**src/mcio_pkg.sv**
```systemverilog
// mcio_pkg: register map, reset values and timing constants
// assumes: a 125 MHz system clock and a 16-bit register port
package mcio_pkg;

  // =====================================================================
  // timing
  localparam int CLK_HZ = 125_000_000;
  localparam int TICK_MS = 1;
  localparam int TICK_CYC = CLK_HZ / 1000 * TICK_MS;
  localparam int DBN_STEP_MS = 4;
  localparam int DBN_MAX_MS = 32;
  localparam logic [3:0] DBN_CODE_MAX = 4'(DBN_MAX_MS / DBN_STEP_MS);
  localparam logic [3:0] DBN_CODE_RST = 4'h4;
  localparam int PWM_PERIOD = 32767;

  // =====================================================================
  // value ranges and defaults
  localparam logic [14:0] DUTY_MAX = 15'h7FFF;
  localparam logic [15:0] CUTOFF_RST = 16'h0148;
  localparam logic [9:0] ANA_SW_LEVEL = 10'h200;
  localparam logic [15:0] POT_HI_RST = 16'h03E0;
  localparam logic [15:0] POT_LO_RST = 16'h0010;
  localparam logic [15:0] POT_SUB_RST = 16'h0000;
  localparam int FILT_GAIN_NUM = 25;
  localparam int FILT_GAIN_SHIFT = 1;

  // =====================================================================
  // potentiometer wiring and type codes
  typedef enum logic [1:0] {MCIO_THREE_WIRE, MCIO_TWO_WIRE, MCIO_ONE_WIRE} mcio_wiring_t;
  localparam logic [2:0] POT_TYPE_SOFT = 3'h5;
  localparam logic [2:0] POT_TYPE_RHEO = 3'h1;

  // =====================================================================
  // register offsets
  localparam logic [7:0] REG_SW_STATE = 8'h00;
  localparam logic [7:0] REG_DBN_CFG = 8'h01;
  localparam logic [7:0] REG_DUTY0 = 8'h02;
  localparam logic [7:0] REG_DUTY_RB0 = 8'h08;
  localparam logic [7:0] REG_AUTO_SEL = 8'h0E;
  localparam logic [7:0] REG_PD_EN = 8'h0F;
  localparam logic [7:0] REG_ONOFF_SET = 8'h10;
  localparam logic [7:0] REG_ONOFF_CLR = 8'h11;
  localparam logic [7:0] REG_POT_CFG = 8'h12;
  localparam logic [7:0] REG_POT_HI0 = 8'h13;
  localparam logic [7:0] REG_POT_LO0 = 8'h15;
  localparam logic [7:0] REG_POT_SUB0 = 8'h17;
  localparam logic [7:0] REG_SOFT_DRIVE = 8'h19;
  localparam logic [7:0] REG_SOFT_STOP = 8'h1A;
  localparam logic [7:0] REG_POT_VAL0 = 8'h1B;
  localparam logic [7:0] REG_CHAIN0 = 8'h1D;
  localparam logic [7:0] REG_POT_FAULT = 8'h1F;
  localparam logic [7:0] REG_ANA_SAMPLE0 = 8'h20;
  localparam logic [7:0] REG_ANA_SMOOTH0 = 8'h22;
  localparam logic [7:0] REG_ANA_CUTOFF0 = 8'h24;

  // field positions of the pot configuration register
  localparam int POT_WIRE_POS = 0;
  localparam int POT_TYPE_POS = 4;

endpackage

```
**src/mcio_dbn_if.sv**
```systemverilog
// mcio_dbn_if: raw switch levels, debounce limit and debounced states
// assumes: one clock; tick is a one-cycle millisecond enable
`timescale 1ns/1ps
interface mcio_dbn_if;
  logic tick;
  logic [5:0] limit_ms;
  logic [15:0] raw;
  logic [15:0] state;
  modport ctl (output tick, output limit_ms, output raw, input state);
  modport bank (input tick, input limit_ms, input raw, output state);
endinterface

```
**src/mcio_top.sv**
```systemverilog
// mcio_top: switch debounce, duty drivers, on/off outputs, pot scaling and analog inputs
// assumes: adc codes and the proportional driver duty come from logic on clk_i;
// switch and sense pins are asynchronous and are synchronised here
`timescale 1ns/1ps

// Overview of operation
// - sixteen inputs: nine switches plus seven output sense lines
// - debounce time is code times 4 ms, from 0 to 32 ms
// - debounce defaults to 16 ms until software changes it
// - five duty drivers and two plain on/off outputs
// - duty 0 to 32767 maps linearly onto 0 to 100 percent on-time
// - automatic mode refreshes the duty of drivers one to four from a bound source
// - each driver has a readable copy of its applied duty
// - fifth driver takes written duty only while proportional drive is off
// - on/off outputs have set and clear commands and a readable state
// - all outputs are active low: on pulls the pin to ground
// - pot inputs scale per three-wire, two-wire or one-wire wiring
// - pot position 0 to 100 percent reads as 0 to 32736, the code times 32
// - wiring setting applies only when the input type is 5
// - type 5 takes the chain input from a software command instead
// - pot faults beyond high or low thresholds, types 1 to 5
// - a pot fault forces the reported value to a substitute level
// - both analog inputs sampled every millisecond, 0 to 1023
// - filtered analog values with programmable cutoff, default code 328
// - analog pins also act as switch inputs one and two
// - analog output is duty channel six, readable
module mcio_top #(
  parameter int TICK_CYCLES = mcio_pkg::TICK_CYC
) (
  // clock and reset
  input wire logic clk_i,
  input wire logic resetn_i,
  // register port
  input wire logic [7:0] reg_addr_i,
  input wire logic [15:0] reg_wdata_i,
  input wire logic reg_wr_i,
  input wire logic reg_rd_i,
  output logic [15:0] reg_rdata_o,
  // switch and sense pins
  input wire logic [6:0] switch_input_i,
  input wire logic [6:0] output_sense_i,
  // adc codes
  input wire logic [9:0] analog_code_i [2],
  input wire logic [9:0] pot_wiper_i [2],
  input wire logic [9:0] pot_low_i [2],
  // proportional driver duty
  input wire logic [14:0] pd_duty_i,
  // output pins, active low
  output logic [4:0] driver_output_n_o,
  output logic [1:0] onoff_output_n_o,
  output logic analog_output_n_o,
  // signal chain commands
  output logic [15:0] drive_chain_o,
  output logic [15:0] stop_chain_o
);

  // =====================================================================
  // millisecond enable
  logic [16:0] tick_cnt_reg;
  wire tick_ms = tick_cnt_reg == 17'(TICK_CYCLES - 1);

  // free-running millisecond divider
  always_ff @(posedge clk_i or negedge resetn_i) begin
    if (!resetn_i) tick_cnt_reg <= 17'h00000;
    else tick_cnt_reg <= tick_ms ? 17'h00000 : tick_cnt_reg + 17'h00001;
  end

  // =====================================================================
  // register write decode
  logic [3:0] dbn_code_reg;
  logic [14:0] duty_reg [6];
  logic [11:0] auto_sel_reg;
  logic pd_en_reg;
  logic [1:0] onoff_reg;
  logic [13:0] pot_cfg_reg;
  logic [15:0] pot_hi_reg [2];
  logic [15:0] pot_lo_reg [2];
  logic [15:0] pot_sub_reg [2];
  logic [15:0] soft_cmd_reg [2];
  logic [15:0] cutoff_reg [2];

  wire wr_dbn = reg_wr_i && reg_addr_i == mcio_pkg::REG_DBN_CFG;
  wire wr_auto = reg_wr_i && reg_addr_i == mcio_pkg::REG_AUTO_SEL;
  wire wr_pd = reg_wr_i && reg_addr_i == mcio_pkg::REG_PD_EN;
  wire wr_set = reg_wr_i && reg_addr_i == mcio_pkg::REG_ONOFF_SET;
  wire wr_clr = reg_wr_i && reg_addr_i == mcio_pkg::REG_ONOFF_CLR;
  wire wr_pot_cfg = reg_wr_i && reg_addr_i == mcio_pkg::REG_POT_CFG;
  // negative codes become zero
  wire [14:0] wdata_clamped = reg_wdata_i[15] ? 15'h0000 : reg_wdata_i[14:0];
  wire [3:0] dbn_code_wr = (reg_wdata_i[3:0] > mcio_pkg::DBN_CODE_MAX) ?
                           mcio_pkg::DBN_CODE_MAX : reg_wdata_i[3:0];

  // single-register controls
  always_ff @(posedge clk_i or negedge resetn_i) begin
    if (!resetn_i) begin
      dbn_code_reg <= mcio_pkg::DBN_CODE_RST;
      auto_sel_reg <= 12'h000;
      pd_en_reg <= 1'b0;
      onoff_reg <= 2'h0;
      pot_cfg_reg <= 14'h0000;
    end else begin
      if (wr_dbn) dbn_code_reg <= dbn_code_wr;
      if (wr_auto) auto_sel_reg <= reg_wdata_i[11:0];
      if (wr_pd) pd_en_reg <= reg_wdata_i[0];
      if (wr_pot_cfg) pot_cfg_reg <= reg_wdata_i[13:0];
      if (wr_set) onoff_reg <= onoff_reg | reg_wdata_i[1:0];
      else if (wr_clr) onoff_reg <= onoff_reg & ~reg_wdata_i[1:0];
    end
  end

  // =====================================================================
  // duty channels: write, source select, readback and waveform
  logic [14:0] pwm_cnt_reg;
  logic [14:0] applied_duty [6];
  logic [5:0] pwm_on;
  logic [14:0] pot_val [2];
  logic [9:0] ana_smooth [2];

  // shared period counter; full code is always on
  always_ff @(posedge clk_i or negedge resetn_i) begin
    if (!resetn_i) pwm_cnt_reg <= 15'h0000;
    else if (pwm_cnt_reg == 15'(mcio_pkg::PWM_PERIOD - 1)) pwm_cnt_reg <= 15'h0000;
    else pwm_cnt_reg <= pwm_cnt_reg + 15'h0001;
  end

  genvar gc;
  generate
    for (gc = 0; gc < 6; gc++) begin : g_duty
      logic [14:0] applied_reg;
      logic on_reg;
      wire wr_duty = reg_wr_i && reg_addr_i == 8'(mcio_pkg::REG_DUTY0 + gc);
      wire [1:0] src = (gc < 4) ? auto_sel_reg[2 * gc +: 2] : 2'h0;
      wire [14:0] src_val = (src == 2'h1) ? pot_val[0] :
                            (src == 2'h2) ? pot_val[1] :
                            {ana_smooth[0], 5'h00};
      // automatic binding refreshes the duty every cycle
      wire [14:0] sel_duty = (src == 2'h0) ? duty_reg[gc] : src_val;
      // fifth driver follows the proportional driver
      wire [14:0] fin_duty = (gc == 4 && pd_en_reg) ? pd_duty_i : sel_duty;

      // written duty code
      always_ff @(posedge clk_i or negedge resetn_i) begin
        if (!resetn_i) duty_reg[gc] <= 15'h0000;
        else if (wr_duty) duty_reg[gc] <= wdata_clamped;
      end

      // applied duty and waveform
      always_ff @(posedge clk_i or negedge resetn_i) begin
        if (!resetn_i) begin
          applied_reg <= 15'h0000;
          on_reg <= 1'b0;
        end else begin
          applied_reg <= fin_duty;
          on_reg <= pwm_cnt_reg < applied_reg;
        end
      end

      assign applied_duty[gc] = applied_reg;
      assign pwm_on[gc] = on_reg;
    end
  endgenerate

  // pins pull low while on
  assign driver_output_n_o = ~pwm_on[4:0];
  assign analog_output_n_o = ~pwm_on[5];
  assign onoff_output_n_o = ~onoff_reg;

  // =====================================================================
  // per-pot settings
  genvar gp;
  generate
    for (gp = 0; gp < 2; gp++) begin : g_potcfg
      wire wr_hi = reg_wr_i && reg_addr_i == 8'(mcio_pkg::REG_POT_HI0 + gp);
      wire wr_lo = reg_wr_i && reg_addr_i == 8'(mcio_pkg::REG_POT_LO0 + gp);
      wire wr_sub = reg_wr_i && reg_addr_i == 8'(mcio_pkg::REG_POT_SUB0 + gp);
      wire wr_soft = reg_wr_i && reg_addr_i == 8'(mcio_pkg::REG_SOFT_DRIVE + gp);
      wire wr_cut = reg_wr_i && reg_addr_i == 8'(mcio_pkg::REG_ANA_CUTOFF0 + gp);

      // per-pot settings
      always_ff @(posedge clk_i or negedge resetn_i) begin
        if (!resetn_i) begin
          pot_hi_reg[gp] <= mcio_pkg::POT_HI_RST;
          pot_lo_reg[gp] <= mcio_pkg::POT_LO_RST;
          pot_sub_reg[gp] <= mcio_pkg::POT_SUB_RST;
          soft_cmd_reg[gp] <= 16'h0000;
          cutoff_reg[gp] <= mcio_pkg::CUTOFF_RST;
        end else begin
          if (wr_hi) pot_hi_reg[gp] <= reg_wdata_i;
          if (wr_lo) pot_lo_reg[gp] <= reg_wdata_i;
          if (wr_sub) pot_sub_reg[gp] <= {1'b0, wdata_clamped};
          if (wr_soft) soft_cmd_reg[gp] <= reg_wdata_i;
          if (wr_cut) cutoff_reg[gp] <= {1'b0, wdata_clamped};
        end
      end
    end
  endgenerate

  // =====================================================================
  // pot scaling, fault detection and chain selection
  logic [1:0] pot_fault;
  logic [15:0] chain_cmd [2];

  generate
    for (gp = 0; gp < 2; gp++) begin : g_pot
      logic [14:0] val_reg;
      logic fault_reg;
      wire [2:0] ptype = pot_cfg_reg[mcio_pkg::POT_TYPE_POS + 3 * gp +: 3];
      wire [1:0] wire_cfg = pot_cfg_reg[mcio_pkg::POT_WIRE_POS + 2 * gp +: 2];
      // wiring setting counts only for type 5
      wire [1:0] wiring = (ptype == mcio_pkg::POT_TYPE_SOFT) ? wire_cfg :
                          (ptype == mcio_pkg::POT_TYPE_RHEO) ? 2'(mcio_pkg::MCIO_TWO_WIRE) :
                          2'(mcio_pkg::MCIO_THREE_WIRE);
      wire three = wiring == 2'(mcio_pkg::MCIO_THREE_WIRE);
      wire [9:0] span = pot_wiper_i[gp] > pot_low_i[gp] ?
                        pot_wiper_i[gp] - pot_low_i[gp] : 10'h000;
      // three-wire removes the low reference
      wire [9:0] pos = three ? span : pot_wiper_i[gp];
      wire [14:0] scaled = {pos, 5'h00};
      wire [15:0] wiper16 = {6'h00, pot_wiper_i[gp]};
      wire detect = ptype != 3'h0 && ptype <= mcio_pkg::POT_TYPE_SOFT;
      wire fault = detect && (wiper16 > pot_hi_reg[gp] || wiper16 < pot_lo_reg[gp]);

      // position, or the substitute on a fault
      always_ff @(posedge clk_i or negedge resetn_i) begin
        if (!resetn_i) begin
          val_reg <= 15'h0000;
          fault_reg <= 1'b0;
        end else begin
          fault_reg <= fault;
          val_reg <= fault ? pot_sub_reg[gp][14:0] : scaled;
        end
      end

      assign pot_val[gp] = val_reg;
      assign pot_fault[gp] = fault_reg;
      // type 5 feeds the chain from software
      assign chain_cmd[gp] = (ptype == mcio_pkg::POT_TYPE_SOFT) ?
                             soft_cmd_reg[gp] : {1'b0, val_reg};
    end
  endgenerate

  assign drive_chain_o = chain_cmd[0];
  assign stop_chain_o = chain_cmd[1];

  // =====================================================================
  // analog sampling and smoothing
  logic [9:0] ana_sample [2];

  generate
    for (gp = 0; gp < 2; gp++) begin : g_ana
      logic [9:0] sample_reg;
      logic [25:0] filt_reg;
      wire [16:0] gain_raw = 17'((cutoff_reg[gp] * mcio_pkg::FILT_GAIN_NUM)
                                 >> mcio_pkg::FILT_GAIN_SHIFT);
      wire [16:0] gain = gain_raw[16] ? 17'h0FFFF : gain_raw;
      wire signed [26:0] diff = $signed({1'b0, sample_reg, 16'h0000}) -
                                $signed({1'b0, filt_reg});
      wire signed [44:0] prod = diff * $signed({1'b0, gain});
      wire signed [26:0] step = 27'(prod >>> 16);
      wire [26:0] next_sum = 27'($signed({1'b0, filt_reg}) + step);

      // sample and filter once per millisecond
      always_ff @(posedge clk_i or negedge resetn_i) begin
        if (!resetn_i) begin
          sample_reg <= 10'h000;
          filt_reg <= 26'h0000000;
        end else if (tick_ms) begin
          sample_reg <= analog_code_i[gp];
          filt_reg <= next_sum[25:0];
        end
      end

      assign ana_sample[gp] = sample_reg;
      assign ana_smooth[gp] = filt_reg[25:16];
    end
  endgenerate

  // =====================================================================
  // switch inputs
  logic [6:0] sw_meta_reg, sw_sync_reg;
  logic [6:0] sense_meta_reg, sense_sync_reg;

  // two-stage synchronisers for the asynchronous pins
  always_ff @(posedge clk_i or negedge resetn_i) begin
    if (!resetn_i) begin
      sw_meta_reg <= 7'h00;
      sw_sync_reg <= 7'h00;
      sense_meta_reg <= 7'h00;
      sense_sync_reg <= 7'h00;
    end else begin
      sw_meta_reg <= switch_input_i;
      sw_sync_reg <= sw_meta_reg;
      sense_meta_reg <= output_sense_i;
      sense_sync_reg <= sense_meta_reg;
    end
  end

  mcio_dbn_if dbn ();
  assign dbn.tick = tick_ms;
  assign dbn.limit_ms = 6'(dbn_code_reg * mcio_pkg::DBN_STEP_MS);
  // order: analog pins, dedicated switches 3..8, sense lines, switch 16
  assign dbn.raw = {sw_sync_reg[6], sense_sync_reg, sw_sync_reg[5:0],
                    ana_sample[1] >= mcio_pkg::ANA_SW_LEVEL,
                    ana_sample[0] >= mcio_pkg::ANA_SW_LEVEL};

  mcio_debounce u_debounce (
    .clk_i(clk_i),
    .resetn_i(resetn_i),
    .dbn(dbn.bank)
  );

  // =====================================================================
  // register read
  logic [15:0] rdata_next;
  wire [7:0] a = reg_addr_i;

  // read mux; unmapped offsets read zero
  always_comb begin
    rdata_next = 16'h0000;
    if (a == mcio_pkg::REG_SW_STATE) rdata_next = dbn.state;
    else if (a == mcio_pkg::REG_DBN_CFG) rdata_next = {12'h000, dbn_code_reg};
    else if (a >= mcio_pkg::REG_DUTY0 && a < mcio_pkg::REG_DUTY0 + 8'h06)
      rdata_next = {1'b0, duty_reg[3'(a - mcio_pkg::REG_DUTY0)]};
    else if (a >= mcio_pkg::REG_DUTY_RB0 && a < mcio_pkg::REG_DUTY_RB0 + 8'h06)
      rdata_next = {1'b0, applied_duty[3'(a - mcio_pkg::REG_DUTY_RB0)]};
    else if (a == mcio_pkg::REG_AUTO_SEL) rdata_next = {4'h0, auto_sel_reg};
    else if (a == mcio_pkg::REG_PD_EN) rdata_next = {15'h0000, pd_en_reg};
    else if (a == mcio_pkg::REG_ONOFF_SET) rdata_next = {14'h0000, onoff_reg};
    else if (a == mcio_pkg::REG_POT_CFG) rdata_next = {2'h0, pot_cfg_reg};
    else if (a == mcio_pkg::REG_POT_HI0 || a == mcio_pkg::REG_POT_HI0 + 8'h01)
      rdata_next = pot_hi_reg[a[0] ^ mcio_pkg::REG_POT_HI0[0]];
    else if (a == mcio_pkg::REG_POT_LO0 || a == mcio_pkg::REG_POT_LO0 + 8'h01)
      rdata_next = pot_lo_reg[a[0] ^ mcio_pkg::REG_POT_LO0[0]];
    else if (a == mcio_pkg::REG_POT_SUB0 || a == mcio_pkg::REG_POT_SUB0 + 8'h01)
      rdata_next = pot_sub_reg[a[0] ^ mcio_pkg::REG_POT_SUB0[0]];
    else if (a == mcio_pkg::REG_SOFT_DRIVE || a == mcio_pkg::REG_SOFT_STOP)
      rdata_next = soft_cmd_reg[a[0] ^ mcio_pkg::REG_SOFT_DRIVE[0]];
    else if (a == mcio_pkg::REG_POT_VAL0 || a == mcio_pkg::REG_POT_VAL0 + 8'h01)
      rdata_next = {1'b0, pot_val[a[0] ^ mcio_pkg::REG_POT_VAL0[0]]};
    else if (a == mcio_pkg::REG_CHAIN0 || a == mcio_pkg::REG_CHAIN0 + 8'h01)
      rdata_next = chain_cmd[a[0] ^ mcio_pkg::REG_CHAIN0[0]];
    else if (a == mcio_pkg::REG_POT_FAULT) rdata_next = {14'h0000, pot_fault};
    else if (a[7:1] == mcio_pkg::REG_ANA_SAMPLE0[7:1])
      rdata_next = {6'h00, ana_sample[a[0]]};
    else if (a[7:1] == mcio_pkg::REG_ANA_SMOOTH0[7:1])
      rdata_next = {6'h00, ana_smooth[a[0]]};
    else if (a[7:1] == mcio_pkg::REG_ANA_CUTOFF0[7:1])
      rdata_next = cutoff_reg[a[0]];
  end

  // read data stands one cycle
  always_ff @(posedge clk_i or negedge resetn_i) begin
    if (!resetn_i) reg_rdata_o <= 16'h0000;
    else reg_rdata_o <= reg_rd_i ? rdata_next : 16'h0000;
  end

endmodule

```
**src/mcio_debounce.sv**
```systemverilog
// mcio_debounce: one debounce filter per switch input
// assumes: raw levels synchronised to clk_i
`timescale 1ns/1ps
module mcio_debounce (
  // clock and reset
  input wire logic clk_i,
  input wire logic resetn_i,
  // switch group
  mcio_dbn_if.bank dbn
);

  // =====================================================================
  // per-input filters
  genvar gi;
  generate
    for (gi = 0; gi < 16; gi++) begin : g_sw
      logic [5:0] cnt_reg;
      logic state_reg;
      wire differs = dbn.raw[gi] != state_reg;
      wire held = (cnt_reg + 6'h01) >= dbn.limit_ms;

      // count held milliseconds
      always_ff @(posedge clk_i or negedge resetn_i) begin
        if (!resetn_i) begin
          cnt_reg <= 6'h00;
          state_reg <= 1'b0;
        end else if (dbn.limit_ms == 6'h00) begin
          cnt_reg <= 6'h00;
          state_reg <= dbn.raw[gi];
        end else if (!differs) begin
          cnt_reg <= 6'h00;
        end else if (dbn.tick) begin
          if (held) begin
            state_reg <= dbn.raw[gi];
            cnt_reg <= 6'h00;
          end else begin
            cnt_reg <= cnt_reg + 6'h01;
          end
        end
      end

      assign dbn.state[gi] = state_reg;
    end
  endgenerate

endmodule

```
**config.mk**
```make
export PLATFORM = sky130hd
export DESIGN_NAME = mcio_top
export DESIGN_NICKNAME = d
export VERILOG_FILES = /design/src/mcio_pkg.sv /design/src/mcio_dbn_if.sv /design/src/mcio_top.sv /design/src/mcio_debounce.sv
export SDC_FILE = /design/constraint.sdc
export NUM_CORES = 2
export LEC_CHECK = 0
export ABC_AREA = 0
export ABC_CLOCK_PERIOD_IN_PS = 13780
export BUFFER_PORTS_ARGS = -buffer_cell sky130_fd_sc_hd__clkbuf_2
export CAP_MARGIN = 20
export CORE_ASPECT_RATIO = 1.25
export CORE_MARGIN = 1.5
export CORE_UTILIZATION = 60
export CTS_CLUSTER_DIAMETER = 30
export CTS_CLUSTER_SIZE = 25
export DETAILED_ROUTE_END_ITERATION = 12
export HOLD_SLACK_MARGIN = 0.06
export PLACE_DENSITY = 0.77
export REMOVE_ABC_BUFFERS = 1
export SKIP_LAST_GASP = 1
export SLEW_MARGIN = 25
export SYNTH_ARGS = -nofsm -noshare
export SYNTH_HDL_FRONTEND = slang
export SYNTH_SLANG_ARGS = --single-unit
```
**constraint.sdc**
```tcl
create_clock -name clk_i -period 13.78 [get_ports clk_i]
set_input_delay 1.378 -clock clk_i [delete_from_list [all_inputs] [get_ports clk_i]]
set_output_delay 1.378 -clock clk_i [all_outputs]
set_load 0.05 [all_outputs]
```
# Word-level counts from Yosys, hierarchy flattened
# Cells that the tools add are included.
dict set report word_totals {
  register_bits 667
  latch_bits 0
  ram_bits 0
  romBits 0
  in_bits 117
  output_inout_bits 56
  n_memories 0
}
dict set report op_classes {
  add_sub_neg 26
  mul 4
  div_mod_pow 0
  magnitude_cmp 41
  eq_ne 76
  n_shift 0
  muxes 213
  n_bitwise 11
  n_reduce_logical 96
}
# cell n
set ops {}
lappend ops {{$mux W16} 39}
lappend ops {{$mux W15} 26}
lappend ops {{$mux W6} 64}
lappend ops {{$eq A8 B5 Y1 const B} 16}
lappend ops {{$mux W10} 10}
lappend ops {{$add A6 B1 Y6 const B} 16}
lappend ops {{$ge A6 B6 Y1} 16}
lappend ops {{$bmux W15 S3} 2}
lappend ops {{$lt A15 B15 Y1} 6}
lappend ops {{$mul A27 B17 Y42} 2}
lappend ops {{$reduce_bool A2 Y1} 34}
lappend ops {{$mux W1} 66}
lappend ops {{$sub A26 B26 Y27} 2}
lappend ops {{$add A26 B26 Y26} 2}
lappend ops {{$ne A3 B3 Y1 const B} 16}
lappend ops {{$reduce_and A3 Y1} 16}
lappend ops {{$mul A15 B5 Y18 const B} 2}
lappend ops {{$eq A8 B3 Y1 const B} 4}
lappend ops {{$gt A10 B16 Y1} 2}
lappend ops {{$lt A10 B16 Y1} 2}
lappend ops {{$logic_and A1 B1 Y1} 28}
lappend ops {{$eq A7 B5 Y1 const B} 3}
lappend ops {{$ge A10 B10 Y1 const B} 2}
lappend ops {{$gt A10 B10 Y1} 2}
lappend ops {{38 further kinds} 89}

# Depth between registers and ports, before layout
dict set report logic_depth {
  ltp_word 23
  depth_mapped 53
}

# Hierarchy
# A second synthesis with hierarchy kept.
dict set report unflattened {
  hier_cells 7793
  hier_area_um2 72798.6
}
# mod instances cells_each area_per_inst_um2 seq_area_each_um2
set by_module_without_submodules {}
lappend by_module_without_submodules {mcio_top 1 6944 64366.7 13912.1}
lappend by_module_without_submodules {mcio_debounce 1 849 8431.8 2802.7}

# Least setup slack after synthesis
# No wires, ideal clock.
dict set report synth_timing {
  path_type {register to register}
  start {register cutoff_reg[3] (netlist bit)}
  end {register g_ana[1].filt_reg[24]}
  setup_ns 0.133
  t_arrival_ns 11.676
  slack_ns 1.971
  stages_incl_launch_ff 53
  path_cell_list {dfstp_2 ha_1 ha_1 inv_1 fa_1 inv_1 ha_1 o21ai_0 o21ai_0 nand3_1 a31oi_1 a21o_1 a21oi_1 xnor2_1 clkbuf_1 nand2b_1 clkbuf_1 clkbuf_1 [17 not listed] o21a_1 o21a_1 nor2_1 inv_1 a21oi_1 xnor2_1 ha_1 o21ai_0 inv_1 o21ai_0 o31ai_1 o31ai_1 o31ai_1 o41ai_1 o2111ai_1 a21oi_1 xor2_1 o21ai_0}
}
dict set report synth_between {
  elab_chain_cells 4
}
# item line
set synth_rtl {}
lappend synth_rtl {{from (decl)} mcio_top.sv:80} ;# logic [15:0] cutoff_reg [2];
lappend synth_rtl {{from (signal, indexed assignment)} mcio_top.sv:186} ;# cutoff_reg[gp] <= mcio_pkg::CUTOFF_RST;
lappend synth_rtl {{from (signal, indexed assignment)} mcio_top.sv:192} ;# if (wr_cut) cutoff_reg[gp] <= {1'b0, wdata_clamped};
lappend synth_rtl {{$mul A15 B5 Y18} mcio_top.sv:253} ;# wire [16:0] gain_raw = 17'((cutoff_reg[gp] * mcio_pkg::FILT_GAIN_NUM)
lappend synth_rtl {{$mux W16} mcio_top.sv:255} ;# wire [16:0] gain = gain_raw[16] ? 17'h0FFFF : gain_raw;
lappend synth_rtl {{$mul A27 B17 Y42} mcio_top.sv:258} ;# wire signed [44:0] prod = diff * $signed({1'b0, gain});
lappend synth_rtl {{$add A26 B26 Y26} mcio_top.sv:260} ;# wire [26:0] next_sum = 27'($signed({1'b0, filt_reg}) + step);
lappend synth_rtl {{to (signal assigned)} mcio_top.sv:269} ;# filt_reg <= next_sum[25:0];
lappend synth_rtl {{to (decl)} mcio_top.sv:252} ;# logic [25:0] filt_reg;
# Every way passes these cells.
# A chain may end at the register's enable or synchronous reset.

# Worst setup path after layout
# Same ends and word-level chain as after synthesis.

==> flow_summary.toml <==
[placement]
routabilityCongestion = 1.01
hpwl_um = 164000
port-buffer-count = 172

[routing]
routed_wl_um = 214000
firstDrtPassIters = 6
num_vias = 57351
initialDrtViolationCount = 4810
wl_per_cell_um = 22.3
drc = 0
ant_nets = 0
routed_via_density = 5.98

[critical_path]
arrival_ps = 13610
endpoint_kind = "flip-flop"
crit_family = "compound AO/OA/AOI/OAI gates"
max_stage_delay_ps = 700
slowest_stage = "xnor2_2"
worstSetupStartpointType = "flip-flop"
required_ps = 14350
worst-path-buf-inv = 9
cp_common_cell = "fa_1"
path_max_fanout = 16
path_class = "reg -> reg"

[global_routing]
grt_max_degree = 172
grt_pass1_wl_um = 336000
grt_pass1_vias = 60831
gr-total-overflow = 0
gr-usage-all-layers_pct = 35.7
antenna_found_initial = 10

[synth]
syn_area_per_cell_sq_um = 9.29
async_flop_share_pct = 100
netlist_instances = 7740
ys_warn_count = 0
ys.flop_type = "dfrtp_1"
post_synth_num_cell_types = 88
synth_edf_count = 0
synth.ff_latch_count = 667
ys_seq_area_share_pct = 23.3
syn_area_sq_mm = 0.0719

[final_layout]
syn2layout_area_growth_pct = 11.3
drive_gt1_share_pct = 12.0
fin_nets = 9456
largest_reg_flops = 96
fillers = 9100

[sta]
fin_skew_ps = 46.4
setup_tns_ps = 0
max_freq_ghz = 0.0767
fin_crit_sh_pct = 94.6
rsz0062_at_grt = "no"
whs_ps = 340
hold_viol = 0
maxSlewViolCount = 0
tightest_slew_ps = 1090
finalSetupViolCount = 0
max_slew_margin_pct = 26.9
min_period_ps = 13030

[hold_path]
hp-class = "reg -> reg"

[run]
maxCapViolCount = 0

[cts]
clock-sinks = 667
cts_tree = "done"
clk_pin_slew_ps = 40
clock_latency_ps = 750
clk_path_buf_depth = 3
h-tree-depth = 4
cts_made_buffers = 148
cts_root_buf = "clkbuf_16"

[die]
coreArea_sq_mm = 0.119
initial_utilization_pct = 60.6
die_w_um = 313
ios = 173
rows = 141
die_h_um = 390
die_area_sq_mm = 0.122

[status]
outcome = "complete, no violations"
## worst paths after layout
| path | slack, ps | cells after the start | to | from |
|---|---|---|---|---|
| worst min-delay path | 340 | 0 | sense_sync_reg[5]$_DFF_PN0_ | sense_meta_reg[5]$_DFF_PN0_ |
| max in group asynchronous | 9910 | 4 | duty_reg[39]$_DFFE_PN0P_ | resetn_i |
| worst max-delay path | 750 | 49 | g_ana[1].filt_reg[24]$_DFFE_PN0N_ | cutoff_reg[3]$_DFFE_PN1P_ |
| worst max register to register | 750 | 49 | g_ana[1].filt_reg[24]$_DFFE_PN0N_ | cutoff_reg[3]$_DFFE_PN1P_ |
| worst min register to register | 340 | 0 | sense_sync_reg[5]$_DFF_PN0_ | sense_meta_reg[5]$_DFF_PN0_ |
| min in group asynchronous | 670 | 1 | u_debounce.g_sw[8].cnt_reg[2]$_DFFE_PN0P_ | resetn_i |
## layer usage
| metal | global-route usage [%] | routed length, um |
|---|---|---|
| met1 | 41.7 | 76700 |
| met5 | 0 | 83 |
| met4 | 24.2 | 16500 |
| met2 | 58.5 | 102000 |
| met3 | 8.54 | 19400 |
## through the flow
stage / instance area, sq um / utilization [%] / instances / worst slack, ps
after floorplan: 70800 / - / 7447 / 1550
after global placement: 74700 / 63.0 / 9321 / 1030
after detailed placement: 74700 / 63.0 / 9321 / 669
after CTS: 80000 / 67.4 / 9591 / 637
after global routing: 80000 / 67.5 / 9592 / 32.1
final: 80000 / 67.5 / 9594 / 746
## repair_timing
item,CTS,global route
setup buffers,0,0
gates resized for setup,0,1
hold buffers,0,0
setup endpoints to repair,0,1
## Yosys cell counts (23+ instances only)
| library cell | count | area [sq um] |
|---|---|---|
| inv_1 | 1276 | 4790 |
| a21boi_0 | 27 | 203 |
| mux4_2 | 74 | 1670 |
| nand4_1 | 45 | 282 |
| nand3_1 | 106 | 531 |
| nor3_1 | 61 | 305 |
| and2_1 | 69 | 432 |
| buf_1 | 41 | 154 |
| fa_1 | 834 | 16700 |
| clkbuf_1 | 238 | 893 |
| mux2i_1 | 139 | 1390 |
| ha_1 | 607 | 7590 |
| a21oi_1 | 162 | 811 |
| nor2b_1 | 57 | 357 |
| nand2_1 | 1138 | 4270 |
| dfrtp_1 | 648 | 16200 |
| o22ai_1 | 23 | 144 |
| xor2_1 | 117 | 1020 |
| o21ai_0 | 402 | 2010 |
| nand2b_1 | 124 | 776 |
| a211oi_1 | 35 | 263 |
| a21o_1 | 93 | 698 |
| mux2_2 | 239 | 2690 |
| and3_1 | 52 | 325 |
| o21a_1 | 33 | 248 |
| nor2_1 | 523 | 1960 |
| xnor2_1 | 224 | 1960 |
| or2_2 | 27 | 169 |
| o21bai_1 | 24 | 180 |
## cell usage in the layout (no fill, tap or decap), types with 116 or more instances in the layout
master / instances
clkbuf_2: 170
nand2b_1: 124
clkbuf_16: 149
a21oi_1: 161
mux2_2: 239
nand2_1: 1134
mux2i_1: 139
nor2_1: 520
xor2_1: 116
xnor2_1: 220
dfrtp_1: 647
ha_1: 607
buf_4: 126
inv_1: 1276
fa_1: 834
o21ai_0: 402
## worst reg2reg max path, delay by kind of cell (launching register included)
family	cells	cell delay [ps]
buffers and inverters	9	1160
adder cells (fa/ha/maj)	12	4600
XOR/XNOR	3	910
AND/OR/NAND/NOR	4	750
AO/OA/AOI/OAI	21	4940
flip-flops	1	570
## cell type report
cell class	count	area, sq um	area share (%)
clock buffer	178	3990	4.98
tap	1573	1970	2.46
timing repair buffer	301	1880	2.35
sequential	667	16700	20.9
antenna	3	7.51	0.00938
clock inverter	92	1250	1.56
multi-input combinational	5499	49400	61.7
inverter	1281	4810	6.01
## kinds of logic (layout without fill, tap and decap cells)
group                    count (synthesis)  in the layout  synth area share, %
AND/OR/NAND/NOR                       2269           2269                 13.8
buffers and inverters                 1574           1852                 8.25
adder cells (fa/ha/maj)               1441           1441                 33.8
AO/OA/AOI/OAI                          995            995                 8.68
flip-flops                             667            667                 23.3
multiplexers                           452            452                 8.00
XOR/XNOR                               342            342                 4.19
other                                    0              3                    0
Power is not shown: default switching activity piles up to over one toggle a cycle in this logic, so the estimate is an artifact.
